[src/core/control_port_defines.vh]
// Summary of operation
// (RQ1) Strap high selects SPI, low selects I2C
// (RQ2) Host keeps the protocol strap fixed
// (RQ3) I2C answers only address 0011000
// (RQ4) SDA is only pulled low or released
// (RQ5) Slave only: never drives clock or conditions
// (RQ6) Bits move while SCL low, eight per unit
// (RQ7) SDA edges while SCL high mark START/STOP
// (RQ8) Master sends address plus direction after START
// (RQ9) Device acknowledges each received byte on ninth clock
// (RQ10) Released SDA in acknowledge slot means not-acknowledge
// (RQ11) START during transfer restarts address decoding
// (RQ12) General call acknowledged only when enabled
// (RQ13) I2C write auto-increments register address
// (RQ14) Acknowledged I2C read sends next register
// (RQ15) SPI clock idles low, four pin port
// (RQ16) SPI phase 1: drive on first clock edge
// (RQ17) First SPI byte is command, second data on write
// (RQ18) Command bits 7..1 address, bit 0 read flag
// (RQ19) Host sends write with flag 0 and data
// (RQ20) SPI read shifts register out in second byte
// (RQ21) SPI shifts in and out at once
// (RQ22) Host writes reserved bits with their defaults
// (RQ23) Shared pins free for audio only in I2C
// (RQ24) Pin inputs synchronised and edge-detected first
`ifndef CONTROL_PORT_DEFINES_VH
`define CONTROL_PORT_DEFINES_VH

// Bus addresses
`define I2C_SLAVE_ADDR 7'h18
`define I2C_GCALL_BYTE 8'h00

// I2C engine states
`define I_IDLE 3'h0
`define I_ADDR 3'h1
`define I_ACK 3'h2
`define I_WRX 3'h3
`define I_TX 3'h4
`define I_RACK 3'h5

// Bit counts
`define I2C_BYTE_BITS 4'h8
`define SPI_CMD_LAST 5'h07
`define SPI_DATA_LAST 5'h0F
`define SPI_FRAME_BITS 5'h10

// Read data wait: reg_rdata_i is sampled this many edges after the request
`define RD_WAIT_START 2'h3

// Edges after reset release before the strap synchroniser shows the pin
`define STRAP_SETTLE 2'h2

// Reset values
`define RESET_BYTE 8'h00

`endif

[src/core/pin_sync.v]
`timescale 1ns/1ns
// Two-stage synchroniser with edge detection on the settled copy
module pin_sync #(
   parameter IDLE_LEVEL = 1'b1
) (
   input wire clock_i,
   input wire rst_n_i,
   input wire pin_i,
   output wire level_o,
   output wire rise_o,
   output wire fall_o
);

   reg meta_reg;
   reg sync_reg;
   reg last_reg;

   // First stage feeds only the second; edges look at stages two and three
   always @(posedge clock_i or negedge rst_n_i) begin
      if (!rst_n_i) begin
         meta_reg <= IDLE_LEVEL;
         sync_reg <= IDLE_LEVEL;
         last_reg <= IDLE_LEVEL;
      end else begin
         meta_reg <= pin_i;
         sync_reg <= meta_reg;
         last_reg <= sync_reg;
      end
   end

   assign level_o = sync_reg;
   assign rise_o = sync_reg & ~last_reg;
   assign fall_o = ~sync_reg & last_reg;

endmodule

[src/core/dual_protocol_control_port.v]
`timescale 1ns/1ns
`include "control_port_defines.vh"

// Serial control port: I2C slave or SPI slave onto an 8-bit register space
module dual_protocol_control_port (
   input wire clock_i,
   input wire resetn_i,
   input wire spi_sel_i,
   input wire clock_or_select_pin_i,
   input wire sclk_i,
   input wire sda_mosi_i,
   output reg sda_o,
   output reg sda_oe_n_o,
   output reg miso_o,
   output reg miso_oe_n_o,
   input wire gc_enable_i,
   input wire [7:0] reg_rdata_i,
   output reg [7:0] reg_addr_o,
   output reg [7:0] reg_wdata_o,
   output reg reg_write_o,
   output reg reg_read_o,
   output reg spi_mode_o,
   output reg aux_pins_free_o
);

   // Reset release path
   reg rst_meta_reg;
   reg rst_n_reg;
   wire rst_n;

   // Synchronised pins
   wire strap_level;
   wire cs_level;
   wire cs_rise;
   wire cs_fall;
   wire sclk_rise;
   wire sclk_fall;
   wire sda_level;
   wire sda_rise;
   wire sda_fall;

   // Protocol choice
   reg [1:0] strap_wait_reg;
   reg mode_valid_reg;
   reg spi_mode_reg;
   wire i2c_en;
   wire spi_en;
   wire start_det;
   wire stop_det;

   // I2C engine
   reg [2:0] i_state_reg;
   reg [3:0] i_cnt_reg;
   reg [7:0] i_shift_reg;
   reg i_rw_reg;
   reg [7:0] i_ptr_reg;
   reg i_have_ptr_reg;
   reg i_ack_reg;
   reg i_drive_reg;
   reg i_wr_reg;
   reg i_rd_reg;
   reg [7:0] i_addr_reg;
   reg [7:0] i_wdata_reg;

   // SPI engine
   reg [4:0] s_cnt_reg;
   reg [7:0] s_in_reg;
   reg [7:0] s_out_reg;
   reg s_rw_reg;
   reg s_wr_reg;
   reg s_rd_reg;
   reg [7:0] s_addr_reg;
   reg [7:0] s_wdata_reg;

   // Shared read return
   reg [1:0] rd_wait_reg;
   reg [7:0] rd_hold_reg;
   reg rd_ready_reg;

   // Asynchronous assert, synchronous release of the reset
   always @(posedge clock_i or negedge resetn_i) begin
      if (!resetn_i) begin
         rst_meta_reg <= 1'b0;
         rst_n_reg <= 1'b0;
      end else begin
         rst_meta_reg <= 1'b1;
         rst_n_reg <= rst_meta_reg;
      end
   end

   assign rst_n = rst_n_reg;

   // Every pin passes two flops before the engines look at it
   pin_sync #(.IDLE_LEVEL(1'b0)) u_strap_sync ( // RQ24
      .clock_i(clock_i),
      .rst_n_i(rst_n),
      .pin_i(spi_sel_i),
      .level_o(strap_level),
      .rise_o(),
      .fall_o()
   );

   pin_sync #(.IDLE_LEVEL(1'b1)) u_cs_sync ( // RQ24
      .clock_i(clock_i),
      .rst_n_i(rst_n),
      .pin_i(clock_or_select_pin_i),
      .level_o(cs_level),
      .rise_o(cs_rise),
      .fall_o(cs_fall)
   );

   pin_sync #(.IDLE_LEVEL(1'b0)) u_sclk_sync ( // RQ24
      .clock_i(clock_i),
      .rst_n_i(rst_n),
      .pin_i(sclk_i),
      .level_o(),
      .rise_o(sclk_rise),
      .fall_o(sclk_fall)
   );

   pin_sync #(.IDLE_LEVEL(1'b1)) u_sda_sync ( // RQ24
      .clock_i(clock_i),
      .rst_n_i(rst_n),
      .pin_i(sda_mosi_i),
      .level_o(sda_level),
      .rise_o(sda_rise),
      .fall_o(sda_fall)
   );

   // Strap is caught once after reset; later changes are ignored
   always @(posedge clock_i or negedge rst_n) begin
      if (!rst_n) begin
         strap_wait_reg <= 2'h0;
         mode_valid_reg <= 1'b0;
         spi_mode_reg <= 1'b0;
      end else if (strap_wait_reg != `STRAP_SETTLE) begin
         // Sync stages still hold their reset level, not the pin
         strap_wait_reg <= strap_wait_reg + 2'h1;
      end else if (!mode_valid_reg) begin
         mode_valid_reg <= 1'b1;
         spi_mode_reg <= strap_level; // RQ1
      end
   end

   assign i2c_en = mode_valid_reg & ~spi_mode_reg;
   assign spi_en = mode_valid_reg & spi_mode_reg;

   // Same sync delay on both lines keeps the SCL-high test honest
   assign start_det = i2c_en & cs_level & sda_fall; // RQ7
   assign stop_det = i2c_en & cs_level & sda_rise; // RQ7

   // I2C slave engine; it only ever watches SCL, never drives it (RQ5)
   always @(posedge clock_i or negedge rst_n) begin
      if (!rst_n) begin
         i_state_reg <= `I_IDLE;
         i_cnt_reg <= 4'h0;
         i_shift_reg <= `RESET_BYTE;
         i_rw_reg <= 1'b0;
         i_ptr_reg <= `RESET_BYTE;
         i_have_ptr_reg <= 1'b0;
         i_ack_reg <= 1'b0;
         i_drive_reg <= 1'b0;
         i_wr_reg <= 1'b0;
         i_rd_reg <= 1'b0;
         i_addr_reg <= `RESET_BYTE;
         i_wdata_reg <= `RESET_BYTE;
      end else begin
         i_wr_reg <= 1'b0;
         i_rd_reg <= 1'b0;
         if (!i2c_en) begin
            i_state_reg <= `I_IDLE;
            i_drive_reg <= 1'b0;
         end else if (start_det) begin
            // A START in any state restarts address decoding
            i_state_reg <= `I_ADDR; // RQ11
            i_cnt_reg <= 4'h0;
            i_drive_reg <= 1'b0;
         end else if (stop_det) begin
            i_state_reg <= `I_IDLE;
            i_drive_reg <= 1'b0;
         end else begin
            case (i_state_reg)
               `I_ADDR, `I_WRX: begin
                  if (cs_rise && i_cnt_reg != `I2C_BYTE_BITS) begin
                     // Sample on the high pulse, MSB first
                     i_shift_reg <= {i_shift_reg[6:0], sda_level}; // RQ6
                     i_cnt_reg <= i_cnt_reg + 4'h1;
                  end else if (cs_fall && i_cnt_reg == `I2C_BYTE_BITS) begin
                     if (i_state_reg == `I_ADDR) begin
                        if (i_shift_reg[7:1] == `I2C_SLAVE_ADDR || // RQ3
                            (i_shift_reg == `I2C_GCALL_BYTE &&
                             gc_enable_i)) begin // RQ12
                           i_drive_reg <= 1'b1; // RQ9
                           i_rw_reg <= i_shift_reg[0]; // RQ8
                           i_state_reg <= `I_ACK;
                           if (i_shift_reg[0]) begin
                              // Fetch the first byte during the ack
                              i_rd_reg <= 1'b1;
                              i_addr_reg <= i_ptr_reg;
                           end else begin
                              i_have_ptr_reg <= 1'b0;
                           end
                        end else begin
                           // Not ours: SDA stays released
                           i_state_reg <= `I_IDLE; // RQ10
                        end
                     end else begin
                        if (!i_have_ptr_reg) begin
                           i_ptr_reg <= i_shift_reg;
                           i_have_ptr_reg <= 1'b1;
                        end else begin
                           i_wr_reg <= 1'b1;
                           i_addr_reg <= i_ptr_reg;
                           i_wdata_reg <= i_shift_reg;
                           i_ptr_reg <= i_ptr_reg + 8'h01; // RQ13
                        end
                        i_drive_reg <= 1'b1; // RQ9
                        i_state_reg <= `I_ACK;
                     end
                  end
               end
               `I_ACK: begin
                  if (cs_fall) begin
                     if (i_rw_reg) begin
                        // First data bit goes out as the ack ends
                        i_drive_reg <= ~rd_hold_reg[7]; // RQ4
                        i_shift_reg <= {rd_hold_reg[6:0], 1'b0};
                        i_cnt_reg <= 4'h1;
                        i_state_reg <= `I_TX;
                     end else begin
                        i_drive_reg <= 1'b0;
                        i_cnt_reg <= 4'h0;
                        i_state_reg <= `I_WRX;
                     end
                  end
               end
               `I_TX: begin
                  if (cs_fall) begin
                     if (i_cnt_reg == `I2C_BYTE_BITS) begin
                        i_drive_reg <= 1'b0;
                        i_state_reg <= `I_RACK;
                     end else begin
                        // Change SDA only while SCL is low
                        i_drive_reg <= ~i_shift_reg[7]; // RQ6
                        i_shift_reg <= {i_shift_reg[6:0], 1'b0};
                        i_cnt_reg <= i_cnt_reg + 4'h1;
                     end
                  end
               end
               `I_RACK: begin
                  if (cs_rise) begin
                     i_ack_reg <= ~sda_level; // RQ10
                     if (!sda_level) begin
                        i_ptr_reg <= i_ptr_reg + 8'h01; // RQ14
                        i_rd_reg <= 1'b1;
                        i_addr_reg <= i_ptr_reg + 8'h01;
                     end
                  end else if (cs_fall) begin
                     if (i_ack_reg) begin
                        i_drive_reg <= ~rd_hold_reg[7]; // RQ14
                        i_shift_reg <= {rd_hold_reg[6:0], 1'b0};
                        i_cnt_reg <= 4'h1;
                        i_state_reg <= `I_TX;
                     end else begin
                        i_state_reg <= `I_IDLE;
                     end
                  end
               end
               default: begin
                  i_state_reg <= `I_IDLE;
                  i_drive_reg <= 1'b0;
               end
            endcase
         end
      end
   end

   // SPI slave engine, CPOL 0 / CPHA 1: drive on rise, sample on fall
   always @(posedge clock_i or negedge rst_n) begin
      if (!rst_n) begin
         s_cnt_reg <= 5'h00;
         s_in_reg <= `RESET_BYTE;
         s_out_reg <= `RESET_BYTE;
         s_rw_reg <= 1'b0;
         s_wr_reg <= 1'b0;
         s_rd_reg <= 1'b0;
         s_addr_reg <= `RESET_BYTE;
         s_wdata_reg <= `RESET_BYTE;
         miso_o <= 1'b0;
      end else begin
         s_wr_reg <= 1'b0;
         s_rd_reg <= 1'b0;
         if (!spi_en || cs_fall) begin
            // Each select fall opens a new command byte
            s_cnt_reg <= 5'h00; // RQ17
            s_out_reg <= `RESET_BYTE;
            s_rw_reg <= 1'b0;
            miso_o <= 1'b0;
         end else if (!cs_level) begin
            if (rd_ready_reg && s_rw_reg) begin
               s_out_reg <= rd_hold_reg; // RQ20
            end else if (sclk_rise) begin
               // A bit leaves on every clock, command byte included
               miso_o <= s_out_reg[7]; // RQ16 RQ21
               s_out_reg <= {s_out_reg[6:0], 1'b0};
            end
            if (sclk_fall && s_cnt_reg != `SPI_FRAME_BITS) begin
               s_in_reg <= {s_in_reg[6:0], sda_level};
               s_cnt_reg <= s_cnt_reg + 5'h01;
               if (s_cnt_reg == `SPI_CMD_LAST) begin
                  s_addr_reg <= {1'b0, s_in_reg[6:0]}; // RQ18
                  s_rw_reg <= sda_level; // RQ18
                  s_rd_reg <= sda_level;
               end
               if (s_cnt_reg == `SPI_DATA_LAST && !s_rw_reg) begin
                  s_wr_reg <= 1'b1; // RQ17
                  s_wdata_reg <= {s_in_reg[6:0], sda_level};
               end
            end
         end
      end
   end

   // Register access and read-data return shared by both engines
   always @(posedge clock_i or negedge rst_n) begin
      if (!rst_n) begin
         reg_addr_o <= `RESET_BYTE;
         reg_wdata_o <= `RESET_BYTE;
         reg_write_o <= 1'b0;
         reg_read_o <= 1'b0;
         rd_wait_reg <= 2'h0;
         rd_hold_reg <= `RESET_BYTE;
         rd_ready_reg <= 1'b0;
      end else begin
         reg_write_o <= i_wr_reg | s_wr_reg;
         reg_read_o <= i_rd_reg | s_rd_reg;
         if (i_wr_reg | i_rd_reg) begin
            reg_addr_o <= i_addr_reg;
            reg_wdata_o <= i_wdata_reg;
         end else if (s_wr_reg | s_rd_reg) begin
            reg_addr_o <= s_addr_reg;
            reg_wdata_o <= s_wdata_reg;
         end
         rd_ready_reg <= 1'b0;
         if (i_rd_reg | s_rd_reg) begin
            rd_wait_reg <= `RD_WAIT_START;
         end else if (rd_wait_reg != 2'h0) begin
            rd_wait_reg <= rd_wait_reg - 2'h1;
            if (rd_wait_reg == 2'h1) begin
               rd_hold_reg <= reg_rdata_i;
               rd_ready_reg <= 1'b1;
            end
         end
      end
   end

   // Pin drivers; MISO and SCLK are handed to audio only in I2C mode
   always @(posedge clock_i or negedge rst_n) begin
      if (!rst_n) begin
         sda_o <= 1'b0;
         sda_oe_n_o <= 1'b1;
         miso_oe_n_o <= 1'b1;
         spi_mode_o <= 1'b0;
         aux_pins_free_o <= 1'b0;
      end else begin
         sda_o <= 1'b0; // RQ4
         sda_oe_n_o <= ~i_drive_reg; // RQ4
         miso_oe_n_o <= ~(spi_en & ~cs_level); // RQ15 RQ23
         spi_mode_o <= spi_en;
         aux_pins_free_o <= i2c_en; // RQ23
      end
   end

endmodule

[config.mk]
export PLATFORM = sky130hd
export DESIGN_NAME = dual_protocol_control_port
export DESIGN_NICKNAME = d
export VERILOG_FILES = /design/src/core/pin_sync.v /design/src/core/dual_protocol_control_port.v
export VERILOG_INCLUDE_DIRS = /design/src /design/src/core
export SDC_FILE = /design/constraint.sdc
export NUM_CORES = 1
export LEC_CHECK = 0
export BUFFER_PORTS_ARGS = -buffer_cell sky130_fd_sc_hd__buf_2
export CORE_UTILIZATION = 43
export DETAILED_ROUTE_END_ITERATION = 8
export PLACE_DENSITY = 0.63
export SKIP_LAST_GASP = 1
export SLEW_MARGIN = 20
export SYNTH_ARGS = -nofsm -noshare
export SYNTH_HDL_FRONTEND = slang
export SYNTH_HIERARCHICAL = 1
export SYNTH_SLANG_ARGS = --single-unit
[constraint.sdc]
create_clock -name clock_i -period 10.7 [get_ports clock_i]
set_input_delay 2.14 -clock clock_i [delete_from_list [all_inputs] [get_ports clock_i]]
set_output_delay 2.14 -clock clock_i [all_outputs]
set_load 0.005 [all_outputs]
==> impl_metrics.sql <==
INSERT INTO impl_metrics (metric_group, metric, value, unit) VALUES
('floorplan', 'number_of_top_level_pins', '39', ''),
('worst_setup_path', 'criticalPathCategory', 'in -> reg', ''),
('pwr', 'seqPwrFrac', '48.5', '%'),
('cells_and_area', 'mostFrequentLayoutCell', 'sky130_fd_sc_hd__dfrtp_1', ''),
('worst_setup_path', 'cp_num_buf_inv', '1', ''),
('clock_network', 'cts_setup_buffers', '0', ''),
('timing', 'tns', '0', 'ps'),
('outcome', 'status', 'finished clean', ''),
('clock_network', 'clock_buffer_count_from_cts', '17', ''),
('timing', 'rsz0062_at_grt', 'no', ''),
('timing', 'hold_viol_final', '0', ''),
('cells_and_area', 'antennaDiodeCount', '0', ''),
('global_route', 'grt_start_max_net_pins', '82', ''),
('timing', 'finalClockSkew', '6.27', 'ps'),
('worst_setup_path', 'timing.critical_path.slowest_cell_delay', '490', 'ps'),
('timing', 'final.hold.worst_slack', '347', 'ps'),
('drt', 'number_of_iterations_in_the_first_detailed_routing_pass', '8', ''),
('clock_network', 'clock_tree.root_cell', 'sky130_fd_sc_hd__clkbuf_16', ''),
('clock_network', 'cts_repair_resize_count', '0', ''),
('min_path', 'timing.hold.worst.class', 'reg -> reg', ''),
('synth', 'post_synth_inst_count', '555', ''),
('pwr', 'cellLeakagePower', '3.45', 'nW'),
('clock_network', 'clk_path_buf_depth', '2', ''),
('worst_setup_path', 'timing.critical_path.from_type', 'primary input', ''),
('worst_setup_path', 'slowest_stage', 'sky130_fd_sc_hd__and3_1', ''),
('floorplan', 'die_outline_height', '122', 'µm'),
('cells_and_area', 'layout-drive-gt1-share', '24.9', '%'),
('timing', 'max_clock_freq', '265', 'MHz'),
('global_route', 'globalRouteOverflowTotal', '0', ''),
('global_route', 'antenna_violations_before_repair', '0', ''),
('pwr', 'switching_share', '22.1', '%'),
('clock_network', 'cts_hold_buf', '0', ''),
('synth', 'mappedNetlistArea', '6240', 'µm²'),
('global_route', 'wire_length_of_the_first_global_routing_pass', '21100', 'µm'),
('placement', 'final_replace_weighted_congestion', '0.869', ''),
('synth', 'mean_cell_area_of_the_mapped_netlist', '11.2', 'µm²'),
('worst_setup_path', 'critical_path.cell_chain', 'buf_2, or4b_1, a211o_1, a22oi_1, and3_1, mux2_1', ''),
('drt', 'drt.antenna.violating_nets', '0', ''),
('synth', 'warnings_from_yosys', '6', ''),
('cells_and_area', 'final_cell_mix', 'sky130_fd_sc_hd__dfrtp_1, sky130_fd_sc_hd__nand2_1, sky130_fd_sc_hd__mux2_2', ''),
('timing', 'worst_slew_pin_slew', '722', 'ps'),
('placement', 'dp.final_hpwl', '8820', 'µm'),
('drt', 'wire_per_inst', '16.2', 'µm'),
('placement', 'io_buffer_count', '37', ''),
('worst_setup_path', 'gate_family_responsible_for_the_most_delay_along_the_worst_path', 'simple AND/OR/NAND/NOR gates', ''),
('drt', 'drt_drc_violations_left', '0', ''),
('worst_setup_path', 'critical_path_peak_fanout', '8', ''),
('min_path', 'hp-start', 'rst_meta_reg', ''),
('clock_network', 'clk_pin_slew', '50', 'ps'),
('drt', 'wirelength', '12700', 'µm'),
('timing', 'final-max-slew-violation-count', '0', ''),
('timing', 'timing.final.crit_share', '35.2', '%'),
('pwr', 'clock_power_share', '48.1', '%'),
('worst_setup_path', 'worstReg2RegStart', 'u_cs_sync/level_o', ''),
('clock_network', 'h-tree-depth', '4', ''),
('min_path', 'hold_path_depth', '0', ''),
('floorplan', 'die_w', '122', 'µm'),
('worst_setup_path', 'ff2ff_path_depth', '6', ''),
('drt', 'num_vias', '4294', ''),
('cells_and_area', 'area_growth_syn_to_layout', '14.1', '%'),
('worst_setup_path', 'worst_ep_required_time', '10990', 'ps'),
('pwr', 'powerDensity', '156', 'nW/µm²'),
('worst_setup_path', 'regToRegEndpoint', 's_addr_reg[2]', ''),
('clock_network', 'clock_latency', '410', 'ps'),
('cells_and_area', 'final_net_count', '620', ''),
('pwr', 'worst_ir_drop_vdd', '0.101', 'mV'),
('clock_network', 'cts_tree', 'built', ''),
('timing', 'timing.final.crit_period', '3770', 'ps'),
('global_route', 'grt_usage', '18.5', '%'),
('synth', 'net_count_after_synthesis', '580', ''),
('pwr', 'cell_internal_pwr', '862', 'µW');
-- layer usage --
| metal | share of wire (%) | track usage [%] | vias to the layer above |
|---|---|---|---|
| li1 | - | - | 2024 |
| met1 | 45 | 24.1 | 2139 |
| met2 | 50 | 29.7 | 112 |
| met3 | 4.1 | 4.55 | 19 |
| met4 | 1.4 | 6.94 | 0 |
| met5 | 0 | 0 | - |
-- layout make-up --
type                            instances  area [µm²]
Fill cell                            1221        6930
Sequential cell                       134        3370
Multi-Input combinational cell        385        2710
Clock buffer                           20         457
Tap cell                              180         225
Timing Repair Buffer                   40         211
Clock inverter                         10        82.6
Inverter                               17        63.8
-- power by group through the flow --
stage               sequential [mW]  combinational [mW]  clock (mW)
floorplan                     0.543              0.0244           0
global placement              0.545              0.0356           0
detailed placement            0.546              0.0372           0
CTS                           0.537              0.0374       0.543
global route                  0.540              0.0416       0.562
finish                        0.537              0.0370       0.533
-- worst register-to-register path, cell delays in order, from the launching register on --
cell and delay [ps]:
sky130_fd_sc_hd__dfstp_2 640, sky130_fd_sc_hd__and2b_2 310, sky130_fd_sc_hd__inv_1 110, sky130_fd_sc_hd__nand3_1 480, sky130_fd_sc_hd__nor3_4 580, sky130_fd_sc_hd__nor4b_4 570, sky130_fd_sc_hd__mux2_2 410
-- worst max path at each step --
stage,slack [ps],startpoint,endpoint,depth (start not counted)
6_report,6930,gc_enable_i,i_addr_reg[6],6
5_1_grt,6860,gc_enable_i,i_addr_reg[6],6
4_1_cts,6970,gc_enable_i,i_addr_reg[6],6
3_5_place_dp,6530,gc_enable_i,i_addr_reg[3],6
3_3_place_gp,6580,gc_enable_i,i_addr_reg[1],6
2_1_floorplan,6700,rst_n,aux_pins_free_o,0
-- per-stage QoR --
step / area (µm²) / util (%) / std cells / setup WS (ps)
2_1_floorplan: 6240 / - / 555 / 6700
3_3_place_gp: 6570 / 46.8 / 756 / 6580
3_5_place_dp: 6570 / 46.8 / 756 / 6530
4_1_cts: 7110 / 50.7 / 786 / 6970
5_1_grt: 7120 / 50.7 / 786 / 6860
6_report: 7120 / 50.7 / 786 / 6930
Note: power is estimated with default switching activity, not from simulation.
